[src/tsf_map.vh]
// Purpose: constants for the touch controller serial slave framing
// Assumes: mode 0 serial port, sampled by a 200 MHz system clock
// Notes:   definitions only
`ifndef TSF_MAP_VH
`define TSF_MAP_VH
`define TSF_SYNC_STAGES    3
`define TSF_BYTE_BITS      8
`define TSF_SHORT_CLOCKS   8
`define TSF_LONG_CLOCKS    24
`define TSF_CNT_W          5
`define TSF_CMD_BIT        7
`endif

[src/tsf_sync.v]
// Purpose: three-stage synchroniser with agreement filter for one pin
// Assumes: input is asynchronous to clk
// Notes:   output changes once stages two and three agree
`timescale 1ns/1ps
`default_nettype none
module tsf_sync #(
  parameter RESET_VAL = 1'b0
) (
  input  wire clk,
  input  wire rst_n,
  input  wire pin,
  output reg  level_ff
);
  reg s1_ff;
  reg s2_ff;
  reg s3_ff;

  always @(posedge clk or negedge rst_n) begin
    if (!rst_n) begin
      s1_ff    <= RESET_VAL;
      s2_ff    <= RESET_VAL;
      s3_ff    <= RESET_VAL;
      level_ff <= RESET_VAL;
    end else begin
      s1_ff <= pin;
      s2_ff <= s1_ff;
      s3_ff <= s2_ff;
      if (s2_ff == s3_ff) begin
        level_ff <= s3_ff;
      end
    end
  end
endmodule
`default_nettype wire

[src/tsf_spi_slave.v]
// Purpose: serial slave framing for a touch screen controller port
// Assumes: host is mode 0 master; clk far faster than the serial clock
// Notes:   command bit 7 set selects short form, clear selects long form
`timescale 1ns/1ps
`default_nettype none
`include "tsf_map.vh"
module tsf_spi_slave #(
  parameter LONG_CLOCKS  = `TSF_LONG_CLOCKS,
  parameter SHORT_CLOCKS = `TSF_SHORT_CLOCKS
) (
  input  wire        clk,
  input  wire        rst_n,
  input  wire        sclk_pin,
  input  wire        cs_n_pin,
  input  wire        serial_in_pin,
  output reg         serial_out_pin,
  output wire        serial_out_oe_n,
  input  wire [15:0] rd_data,
  output reg         short_done_ff,
  output reg  [7:0]  short_cmd_ff,
  output reg         long_done_ff,
  output reg  [7:0]  long_cmd_ff,
  output reg  [15:0] long_data_ff,
  output reg         rd_req_ff,
  output reg  [7:0]  rd_addr_ff
);
  // framing machine states
  localparam [1:0] ST_IDLE = 2'h0;
  localparam [1:0] ST_CMD  = 2'h1;
  localparam [1:0] ST_LONG = 2'h2;

  // synchroniser bank order: clock, select, data
  localparam       PIN_N   = 3;
  // select resets high so no frame is seen during reset
  localparam [2:0] PIN_RST = 3'h2;

  // cycle lengths cut to the counter width on purpose
  localparam [`TSF_CNT_W-1:0] SHORT_END = SHORT_CLOCKS;
  localparam [`TSF_CNT_W-1:0] LONG_END  = LONG_CLOCKS;

  wire [PIN_N-1:0]      pin_raw;
  wire [PIN_N-1:0]      pin_s;
  wire                  sclk_s;
  wire                  cs_n_s;
  wire                  sdi_s;
  wire                  rise;
  wire                  fall;
  wire                  in_cmd;
  wire                  in_long;
  wire                  cmd_short;
  wire                  short_end;
  wire                  long_end;
  wire [23:0]           nxt_shift;
  wire [`TSF_CNT_W-1:0] cnt_inc;
  reg                   sclk_d_ff;
  reg                   active_ff;
  reg  [1:0]            state_ff;
  reg  [1:0]            nxt_state;
  reg  [`TSF_CNT_W-1:0] cnt_ff;
  reg  [`TSF_CNT_W-1:0] nxt_cnt;
  reg  [23:0]           shift_ff;
  reg  [15:0]           tx_ff;

  // true when the incremented count closes a cycle of that length
  function cycle_end;
    input [`TSF_CNT_W-1:0] count;
    input [`TSF_CNT_W-1:0] limit;
    begin
      cycle_end = (count == limit);
    end
  endfunction

  assign pin_raw = {serial_in_pin, cs_n_pin, sclk_pin};

  // each pin crosses from the host side through its own filter
  genvar g;
  generate
    for (g = 0; g < PIN_N; g = g + 1) begin : gen_sync
      tsf_sync #(
        .RESET_VAL (PIN_RST[g])
      ) tsf_sync_i (
        .clk      (clk),
        .rst_n    (rst_n),
        .pin      (pin_raw[g]),
        .level_ff (pin_s[g])
      );
    end
  endgenerate

  // clock and data share one latency, so data lines up with its edge
  assign sclk_s = pin_s[0];
  assign cs_n_s = pin_s[1];
  assign sdi_s  = pin_s[2];

  // idle-low clock: rise is capture, fall is launch
  assign rise      = sclk_s & ~sclk_d_ff & ~cs_n_s;
  assign fall      = ~sclk_s & sclk_d_ff & ~cs_n_s;
  assign nxt_shift = {shift_ff[22:0], sdi_s};
  assign cnt_inc   = cnt_ff + {{(`TSF_CNT_W-1){1'b0}}, 1'b1};
  assign in_cmd    = (state_ff == ST_IDLE) | (state_ff == ST_CMD);
  assign in_long   = (state_ff == ST_LONG);
  assign cmd_short = nxt_shift[`TSF_CMD_BIT];
  assign short_end = cycle_end(cnt_inc, SHORT_END);
  assign long_end  = cycle_end(cnt_inc, LONG_END);
  assign serial_out_oe_n = ~active_ff;

  // next state and count; the count steps only on a capture edge and clears on deselect
  always @* begin
    nxt_state = state_ff;
    nxt_cnt   = cnt_ff;
    if (cs_n_s) begin
      // partial cycle dropped on deselect
      nxt_state = ST_IDLE;
      nxt_cnt   = {`TSF_CNT_W{1'b0}};
    end else begin
      if (state_ff == ST_IDLE) begin
        nxt_state = ST_CMD;
      end
      if (rise) begin
        nxt_cnt = cnt_inc;
        case (state_ff)
          ST_IDLE,
          ST_CMD: begin
            if (short_end) begin
              if (cmd_short) begin
                nxt_cnt   = {`TSF_CNT_W{1'b0}};
                nxt_state = ST_CMD;
              end else begin
                nxt_state = ST_LONG;
              end
            end
          end
          ST_LONG: begin
            if (long_end) begin
              nxt_cnt   = {`TSF_CNT_W{1'b0}};
              nxt_state = ST_CMD;
            end
          end
          default: begin
            nxt_state = ST_IDLE;
          end
        endcase
      end
    end
  end

  always @(posedge clk or negedge rst_n) begin
    if (!rst_n) begin
      sclk_d_ff <= 1'b0;
      active_ff <= 1'b0;
      state_ff  <= ST_IDLE;
      cnt_ff    <= {`TSF_CNT_W{1'b0}};
      shift_ff  <= 24'h000000;
    end else begin
      sclk_d_ff <= sclk_s;
      active_ff <= ~cs_n_s;
      state_ff  <= nxt_state;
      cnt_ff    <= nxt_cnt;
      if (rise) begin
        shift_ff <= nxt_shift;
      end
    end
  end

  // one-cycle strobes; data registers hold until the next completion
  always @(posedge clk or negedge rst_n) begin
    if (!rst_n) begin
      short_done_ff <= 1'b0;
      short_cmd_ff  <= 8'h00;
      long_done_ff  <= 1'b0;
      long_cmd_ff   <= 8'h00;
      long_data_ff  <= 16'h0000;
      rd_req_ff     <= 1'b0;
      rd_addr_ff    <= 8'h00;
    end else begin
      short_done_ff <= 1'b0;
      long_done_ff  <= 1'b0;
      rd_req_ff     <= 1'b0;
      if (rise && in_cmd && short_end) begin
        if (cmd_short) begin
          short_done_ff <= 1'b1;
          short_cmd_ff  <= nxt_shift[7:0];
        end else begin
          // fetch read word before first data bit launches
          rd_req_ff   <= 1'b1;
          rd_addr_ff  <= nxt_shift[7:0];
          long_cmd_ff <= nxt_shift[7:0];
        end
      end
      if (rise && in_long && long_end) begin
        long_done_ff <= 1'b1;
        long_data_ff <= nxt_shift[15:0];
      end
    end
  end

  // output shifter; a fast host clock leaves no time for the fetch
  always @(posedge clk or negedge rst_n) begin
    if (!rst_n) begin
      tx_ff          <= 16'h0000;
      serial_out_pin <= 1'b0;
    end else if (cs_n_s) begin
      serial_out_pin <= 1'b0;
    end else begin
      if (rd_req_ff) begin
        tx_ff <= rd_data;
      end
      if (fall) begin
        if (in_long) begin
          serial_out_pin <= tx_ff[15];
          tx_ff          <= {tx_ff[14:0], 1'b0};
        end else begin
          serial_out_pin <= 1'b0;
        end
      end
    end
  end
endmodule
`default_nettype wire

[config.mk]
export PLATFORM = sky130hd
export DESIGN_NAME = tsf_spi_slave
export DESIGN_NICKNAME = d
export VERILOG_FILES = /design/src/tsf_sync.v /design/src/tsf_spi_slave.v
export VERILOG_INCLUDE_DIRS = /design/src
export SDC_FILE = /design/constraint.sdc
export NUM_CORES = 1
export LEC_CHECK = 0
export ABC_AREA = 1
export BUFFER_PORTS_ARGS = -buffer_cell sky130_fd_sc_hd__buf_2
export CAP_MARGIN = 40
export CORE_ASPECT_RATIO = 1.25
export CORE_MARGIN = 4
export CORE_UTILIZATION = 30
export CTS_CLUSTER_SIZE = 16
export DETAILED_ROUTE_END_ITERATION = 10
export GPL_TIMING_DRIVEN = 0
export PLACE_DENSITY_LB_ADDON = 0.2
export SYNTH_ARGS = -nofsm -noshare
export SYNTH_HDL_FRONTEND = slang
export SYNTH_SLANG_ARGS = --single-unit
[constraint.sdc]
create_clock -name clk -period 2.2 [get_ports clk]
set_input_delay 0.66 -clock clk [delete_from_list [all_inputs] [get_ports clk]]
set_output_delay 0.66 -clock clk [all_outputs]
set_load 0.05 [all_outputs]
# ---- Word-level counts from Yosys, hierarchy flattened
# Index checks and enable logic that the tools add are counted.
dict set report word_totals {
  ff_bits 87
  output_inout_bits 45
  word_cells 77
  in_bits 21
}
dict set report classes {
  addsub 1
  mux 24
  eq_ne 7
  bitwise 10
  n_reduce_logical 10
}
# op n
set op_table {}
lappend op_table {{$mux 16} 3}
lappend op_table {{$mux 5} 5}
lappend op_table {{$mux 2} 6}
lappend op_table {{$pmux 5 s2} 1}
lappend op_table {{$mux 1} 8}
lappend op_table {{$add 5x1->5 const B} 1}
lappend op_table {{$eq 5x4->1 const B} 1}
lappend op_table {{$eq 5x5->1 const B} 1}
lappend op_table {{$not 1->1} 5}
lappend op_table {{$and 1x1->1} 4}
lappend op_table {{$logic_and 1x1->1} 4}
lappend op_table {{$pmux 2 s2} 1}
lappend op_table {{$reduce_and 2->1} 2}
lappend op_table {{$reduce_bool 2->1} 2}
lappend op_table {{$eq 1x1->1} 3}
lappend op_table {{$eq 2x1->1 const B} 1}
lappend op_table {{$eq 2x2->1 const B} 1}
lappend op_table {{$logic_not 2->1} 1}
lappend op_table {{$reduce_or 2->1} 1}
lappend op_table {{$or 1x1->1} 1}

# ---- Longest topological paths before layout
dict set report logic_depth {
  ltp_word 6
  depth_mapped 10
  mapped_depth_nobuf 10
}

# ---- Cells and area by module
# Synthesis repeated with hierarchy kept, for this count alone.
dict set report hier_totals {
  cells_unflattened 351
  area_unflattened_um2 3651.0
}
# module area_each_um2 seq_area_each_um2 cells_per_inst instances
set by_module_without_submodules {}
lappend by_module_without_submodules {tsf_spi_slave 3296.9 1876.8 327 1}
lappend by_module_without_submodules {{tsf_sync (gen_sync[0].tsf_sync_i ...)} 116.4 100.1 8 2}
lappend by_module_without_submodules {{tsf_sync (gen_sync[1].tsf_sync_i)} 121.4 105.1 8 1}

# ---- Worst setup path after synthesis
# Ideal clock, no wire load.
dict set report synth_timing {
  path_kind {reg2reg}
  from {register cnt_ff[0]}
  to {register rd_addr_ff[4]}
  t_arrival_ns 1.494
  path_stages_with_launch 11
  synth_period_minus_slack_ns 1.615
  setup_time_ns 0.121
  slack_ns 0.585
  required_time_ns 2.079
  n_path_buf 1
  cell_sequence {dfrtp_1 ha_1 nand2_2 clkinv_4 nand3_4 nand2_4 nor2_8 nand3_4 buf_6 nand2_1 o21ai_2}
}
dict set report synth_via {
  elab_chain_len 4
}
# element line_no
set synth_rtl {}
lappend synth_rtl {{from (decl)} tsf_spi_slave.v:59} ;# reg [`TSF_CNT_W-1:0] cnt_ff;
lappend synth_rtl {{from (signal assigned)} tsf_spi_slave.v:152} ;# cnt_ff <= {`TSF_CNT_W{1'b0}};
lappend synth_rtl {{from (signal assigned)} tsf_spi_slave.v:158} ;# cnt_ff <= nxt_cnt;
lappend synth_rtl {{$add 5x1->5} tsf_spi_slave.v:99} ;# assign cnt_inc = cnt_ff + {{(`TSF_CNT_W-1){1'b0}}, 1'b1};
lappend synth_rtl {{$eq 5x4->1} tsf_spi_slave.v:69} ;# cycle_end = (count == limit);
lappend synth_rtl {{$logic_and 1x1->1} tsf_spi_slave.v:179} ;# if (rise && in_cmd && short_end) begin
lappend synth_rtl {{$reduce_and 2->1 (no source line)} --}
lappend synth_rtl {{to (signal assigned)} tsf_spi_slave.v:186} ;# rd_addr_ff <= nxt_shift[7:0];
lappend synth_rtl {{to (decl)} tsf_spi_slave.v:25} ;# output reg [7:0] rd_addr_ff
# No other way between the ends.
# A chain may end at the register's enable or synchronous reset.

# ---- Worst setup path after layout
dict set report layout_timing {
  from {register rd_addr_ff[6]}
  to {output rd_addr_ff[6]}
}
# No word-level cell between the ends.

==> summary.md <==
| Metric | Value |
|---|---|
| Depth of the worst register-to-register path | `10` |
| Pwr/cell area | `803 mW/mm^2` |
| Final count of hold timing violations | `0` |
| Part of the cycle the worst path needs | `0.806` |
| Setup Skew | `9.13 ps` |
| Final cell count without fillers | `592` |
| Number of top-level design ports | `66` |
| Die W | `107 um` |
| Standard-cell rows | `between 40 and 50` |
| Worst reg2reg path startpoint | `cnt_ff[0]` |
| Clock transition at path regs | `70 ps` |
| Count of nets after finishing | `448` |
| Total standard cell area after synthesis | `0.00366 mm^2` |
| Pre-CTS setup slack | `435 ps` |
| Total CTS buffers | `9` |
| Destination of the worst register-to-register timing path | `rd_addr_ff[4]` |
| TritonCTS clock tree | `yes` |
| Util after Layout | `0.383` |
| Sink Count | `87` |
| Crit path capture type | `output pin` |
| Setup repair after global routing missed its margin | `false` |
| Worst vdd ir | `roughly 0.36 mV` |
| Prevailing post-synth register cell | `sky130_fd_sc_hd__dfrtp_1` |
| Vertical die dimension | `131 um` |
| Pin count of the biggest net entering global routing | `52` |
| Final Max Tran Viols | `0` |
| Count of buffers added by post-CTS timing repair for setup | `0` |
| Worst-path maximum fanout | `3` |
| Ratio of cells with drive above 1 in the final layout | `0.325` |
| Cells traversed along the worst timing path | `buf_4 > buf_2` |
| Status | `finished, final reports clean` |
| Fin crit period | `1770 ps` |
| Main combinational cell family by area after synthesis | `simple AND/OR/NAND/NOR gates` |
| Area delta synth->final | `23.4%` |
| Iteration-0 DRC count of the detailed router | `96` |
| Setup slack of the critical path after layout | `approximately 430 ps` |
| IO Port Bufs | `63` |
| Worst hold path type | `primary input to async pin` |
| Most numerous cell types in the synthesized netlist | `sky130_fd_sc_hd__nand2_1 (91), sky130_fd_sc_hd__dfrtp_1 (83), sky130_fd_sc_hd__inv_1 (40), sky130_fd_sc_hd__nand3_1 (21), sky130_fd_sc_hd__o21ai_2 (20)` |
| Total placed cells including tap cells | `576` |
| Most area-hungry cell type in the Yosys netlist | `sky130_fd_sc_hd__dfrtp_1` |
| Req. time, crit path | `1540 ps` |
| Filler Cell Count | `1212` |
| Xor-xnor portion of the synthesized cell area | `0` |
| Synth cell types | `33` |
| Number of antenna violations at the first check in global routing | `0` |
| Proportion of synthesized chip area in sequential cells | `0.596` |
| Antenna-violating nets left | `0` |
| Measured slew at the worst slew-check pin | `517 ps` |
| Cell count after synthesis | `350` |
| Area taken by flip-flops and latches | `0.00218 mm^2` |
| Fmax | `564 MHz` |
| Die Area | `~0.014 mm^2` |
| Crit-path max cell delay | `400 ps` |
| Top-area cell type share of the netlist area | `0.568` |
| Starting utilization of the core area | `0.311` |
| Estimated wirelength of the detail-placed design | `between 5000 and 6000 um` |
| Global-route wire length before repair | `about 13000 um` |
| Fraction of the mapped netlist area in adder cells | `0.0116` |
| Startpoint types | `flip-flop` |
| Clk Latency, worst-skew pair | `340 ps` |
| Register-to-register setup slack | `around 450 ps` |
| Multi-input combinational cell area | `0.00117 mm^2` |
| Resized Gates After CTS | `0` |
| Overall power of the completed layout | `between 0.003 and 0.004 W` |
| Async S/R FF share, synth | `1.00` |
| Slew margin rel. | `0.655` |
| Number of synthesized register bits | `87` |
| Final GP Congestion | `0.780` |
| Number of global-route vias before repair | `2631` |
| Mean Syn Cell Area | `approximately 10 um^2` |
| Max stage delay cell, worst path | `sky130_fd_sc_hd__dfrtp_1` |
| Total inserted antenna cells | `0` |
| Number of buffers on the longest clock path | `2` |
| Mean number of vias per cell | `4.44` |
| Max-cap check violation count | `0` |
| Endpoint arrival time on the critical path | `1110 ps` |
| Leading post-synthesis cells by cell area | `sky130_fd_sc_hd__dfrtp_1 (57%), sky130_fd_sc_hd__nand2_1 (9.3%), sky130_fd_sc_hd__o21ai_2 (4.8%)` |
| Basic-gate share of the synthesized area counting and, or, nand and nor cells | `0.194` |
| Aggregate global-route resource usage | `0.118` |
| Static leakage | `roughly 2.4 nW` |
| Kind of critical path | `flip-flop to output pin` |
| Fraction of the mapped netlist area in compound gates | `0.112` |
| Top-count cell post-synth | `sky130_fd_sc_hd__nand2_1` |
| Core region area | `0.0118 mm^2` |
| Routed Wire Length | `between 7000 and 8000 um` |
| Multiplexer share of the synthesized area | `0` |
| H-Tree Level Count | `3` |
| Cell at the root of the clock tree | `sky130_fd_sc_hd__clkbuf_16` |
| Post-detailed-route wirelength per cell | `around 13 um` |
| Total via count after detailed routing | `2626` |
| Number of setup violations in the final report | `0` |
| Number of hold-repair buffers added at the cts stage | `0` |
| DRC violations left | `0` |
| Worst hold slack | `slightly below 300 ps` |
| Yosys warnings | `0` |
| Aggregate global routing overflow | `0` |
| First drt pass iteration count | `5` |
| Number of enable-type register cells in the synthesized netlist | `0` |
==> per-stage QoR <==
step	setup TNS [ps]	cell area, um^2
global route	0	4520
floorplan	0	3660
finish	0	4520
detailed placement	0	4210
CTS	0	4520
global placement	-26770	4180
==> worst max path at each step <==
stage | start | endpoint | slack [ps] | cells past startpoint
2_1_floorplan | cnt_ff[0] | rd_addr_ff[4] | 590 | 10
3_3_place_gp | rst_n | shift_ff[8] | -330 | 1
3_5_place_dp | gen_sync[1].tsf_sync_i.level_ff | shift_ff[1] | 440 | 5
4_1_cts | rd_addr_ff[6] | rd_addr_ff[6] | 410 | 2
5_1_grt | gen_sync[1].tsf_sync_i.level_ff | shift_ff[7] | 270 | 6
6_report | rd_addr_ff[6] | rd_addr_ff[6] | 430 | 2
==> worst max-delay path: cells and delay by family (launching register included) <==
family	cells	cell delay [ps]
flops	1	400
buf+inv	2	370
==> layer usage <==
layer,up-vias,global-route usage,share of wire
li1,1281,-,-
met1,1280,0.157,0.47
met2,59,0.184,0.47
met3,6,0.0339,0.046
met4,0,0.0405,0.014
met5,-,0,0
==> cell type report <==
cell class,count,area share
Timing Repair Buffer,64,0.0765
Clock inverter,6,0.0150
Tap cell,161,0.0446
Inverter,44,0.0377
Buffer,20,0.0313
Multi-Input combinational cell,200,0.259
Sequential cell,87,0.483
Clock buffer,10,0.0529
==> report_power, final <==
| group | switching (W) | internal [W] | leakage (nW) | total (W) |
|---|---|---|---|---|
| clock network | 0.000646 | 0.000919 | 0.151 | 0.00156 |
| registers | 0.0000655 | 0.00170 | 1.09 | 0.00176 |
| logic | 0.000224 | 0.0000748 | 1.12 | 0.000299 |
==> cell families (layout without fill, tap and decap cells) <==
group	Yosys count	in the layout
compound gates	53	53
flops	87	87
buf+inv	64	144
fa+ha+maj	4	4
other cells	1	2
simple gates	141	141
==> layout by cell type (no fill, tap or decap), types with 4 or more instances in the layout <==
master,n
sky130_fd_sc_hd__dfstp_2,4
sky130_fd_sc_hd__buf_6,4
sky130_fd_sc_hd__nand3_4,4
sky130_fd_sc_hd__nand3_1,21
sky130_fd_sc_hd__nand2_1,91
sky130_fd_sc_hd__buf_2,64
sky130_fd_sc_hd__clkbuf_1,5
sky130_fd_sc_hd__o221ai_1,15
sky130_fd_sc_hd__nand4_1,4
sky130_fd_sc_hd__o21ai_0,10
sky130_fd_sc_hd__dfrtp_1,83
sky130_fd_sc_hd__clkbuf_16,9
sky130_fd_sc_hd__buf_4,10
sky130_fd_sc_hd__nand2_2,5
sky130_fd_sc_hd__nor2_1,8
sky130_fd_sc_hd__o21ai_2,20
sky130_fd_sc_hd__inv_1,40
==> registers in the layout, summed over array words and instances, names as in the netlist, 5 cells and up <==
name and cells:
rd_addr_ff 7, shift_ff 15, cnt_ff 5, long_data_ff 16, tx_ff 16, short_cmd_ff 8
No activity file was read; power rests on OpenSTA's default activity.
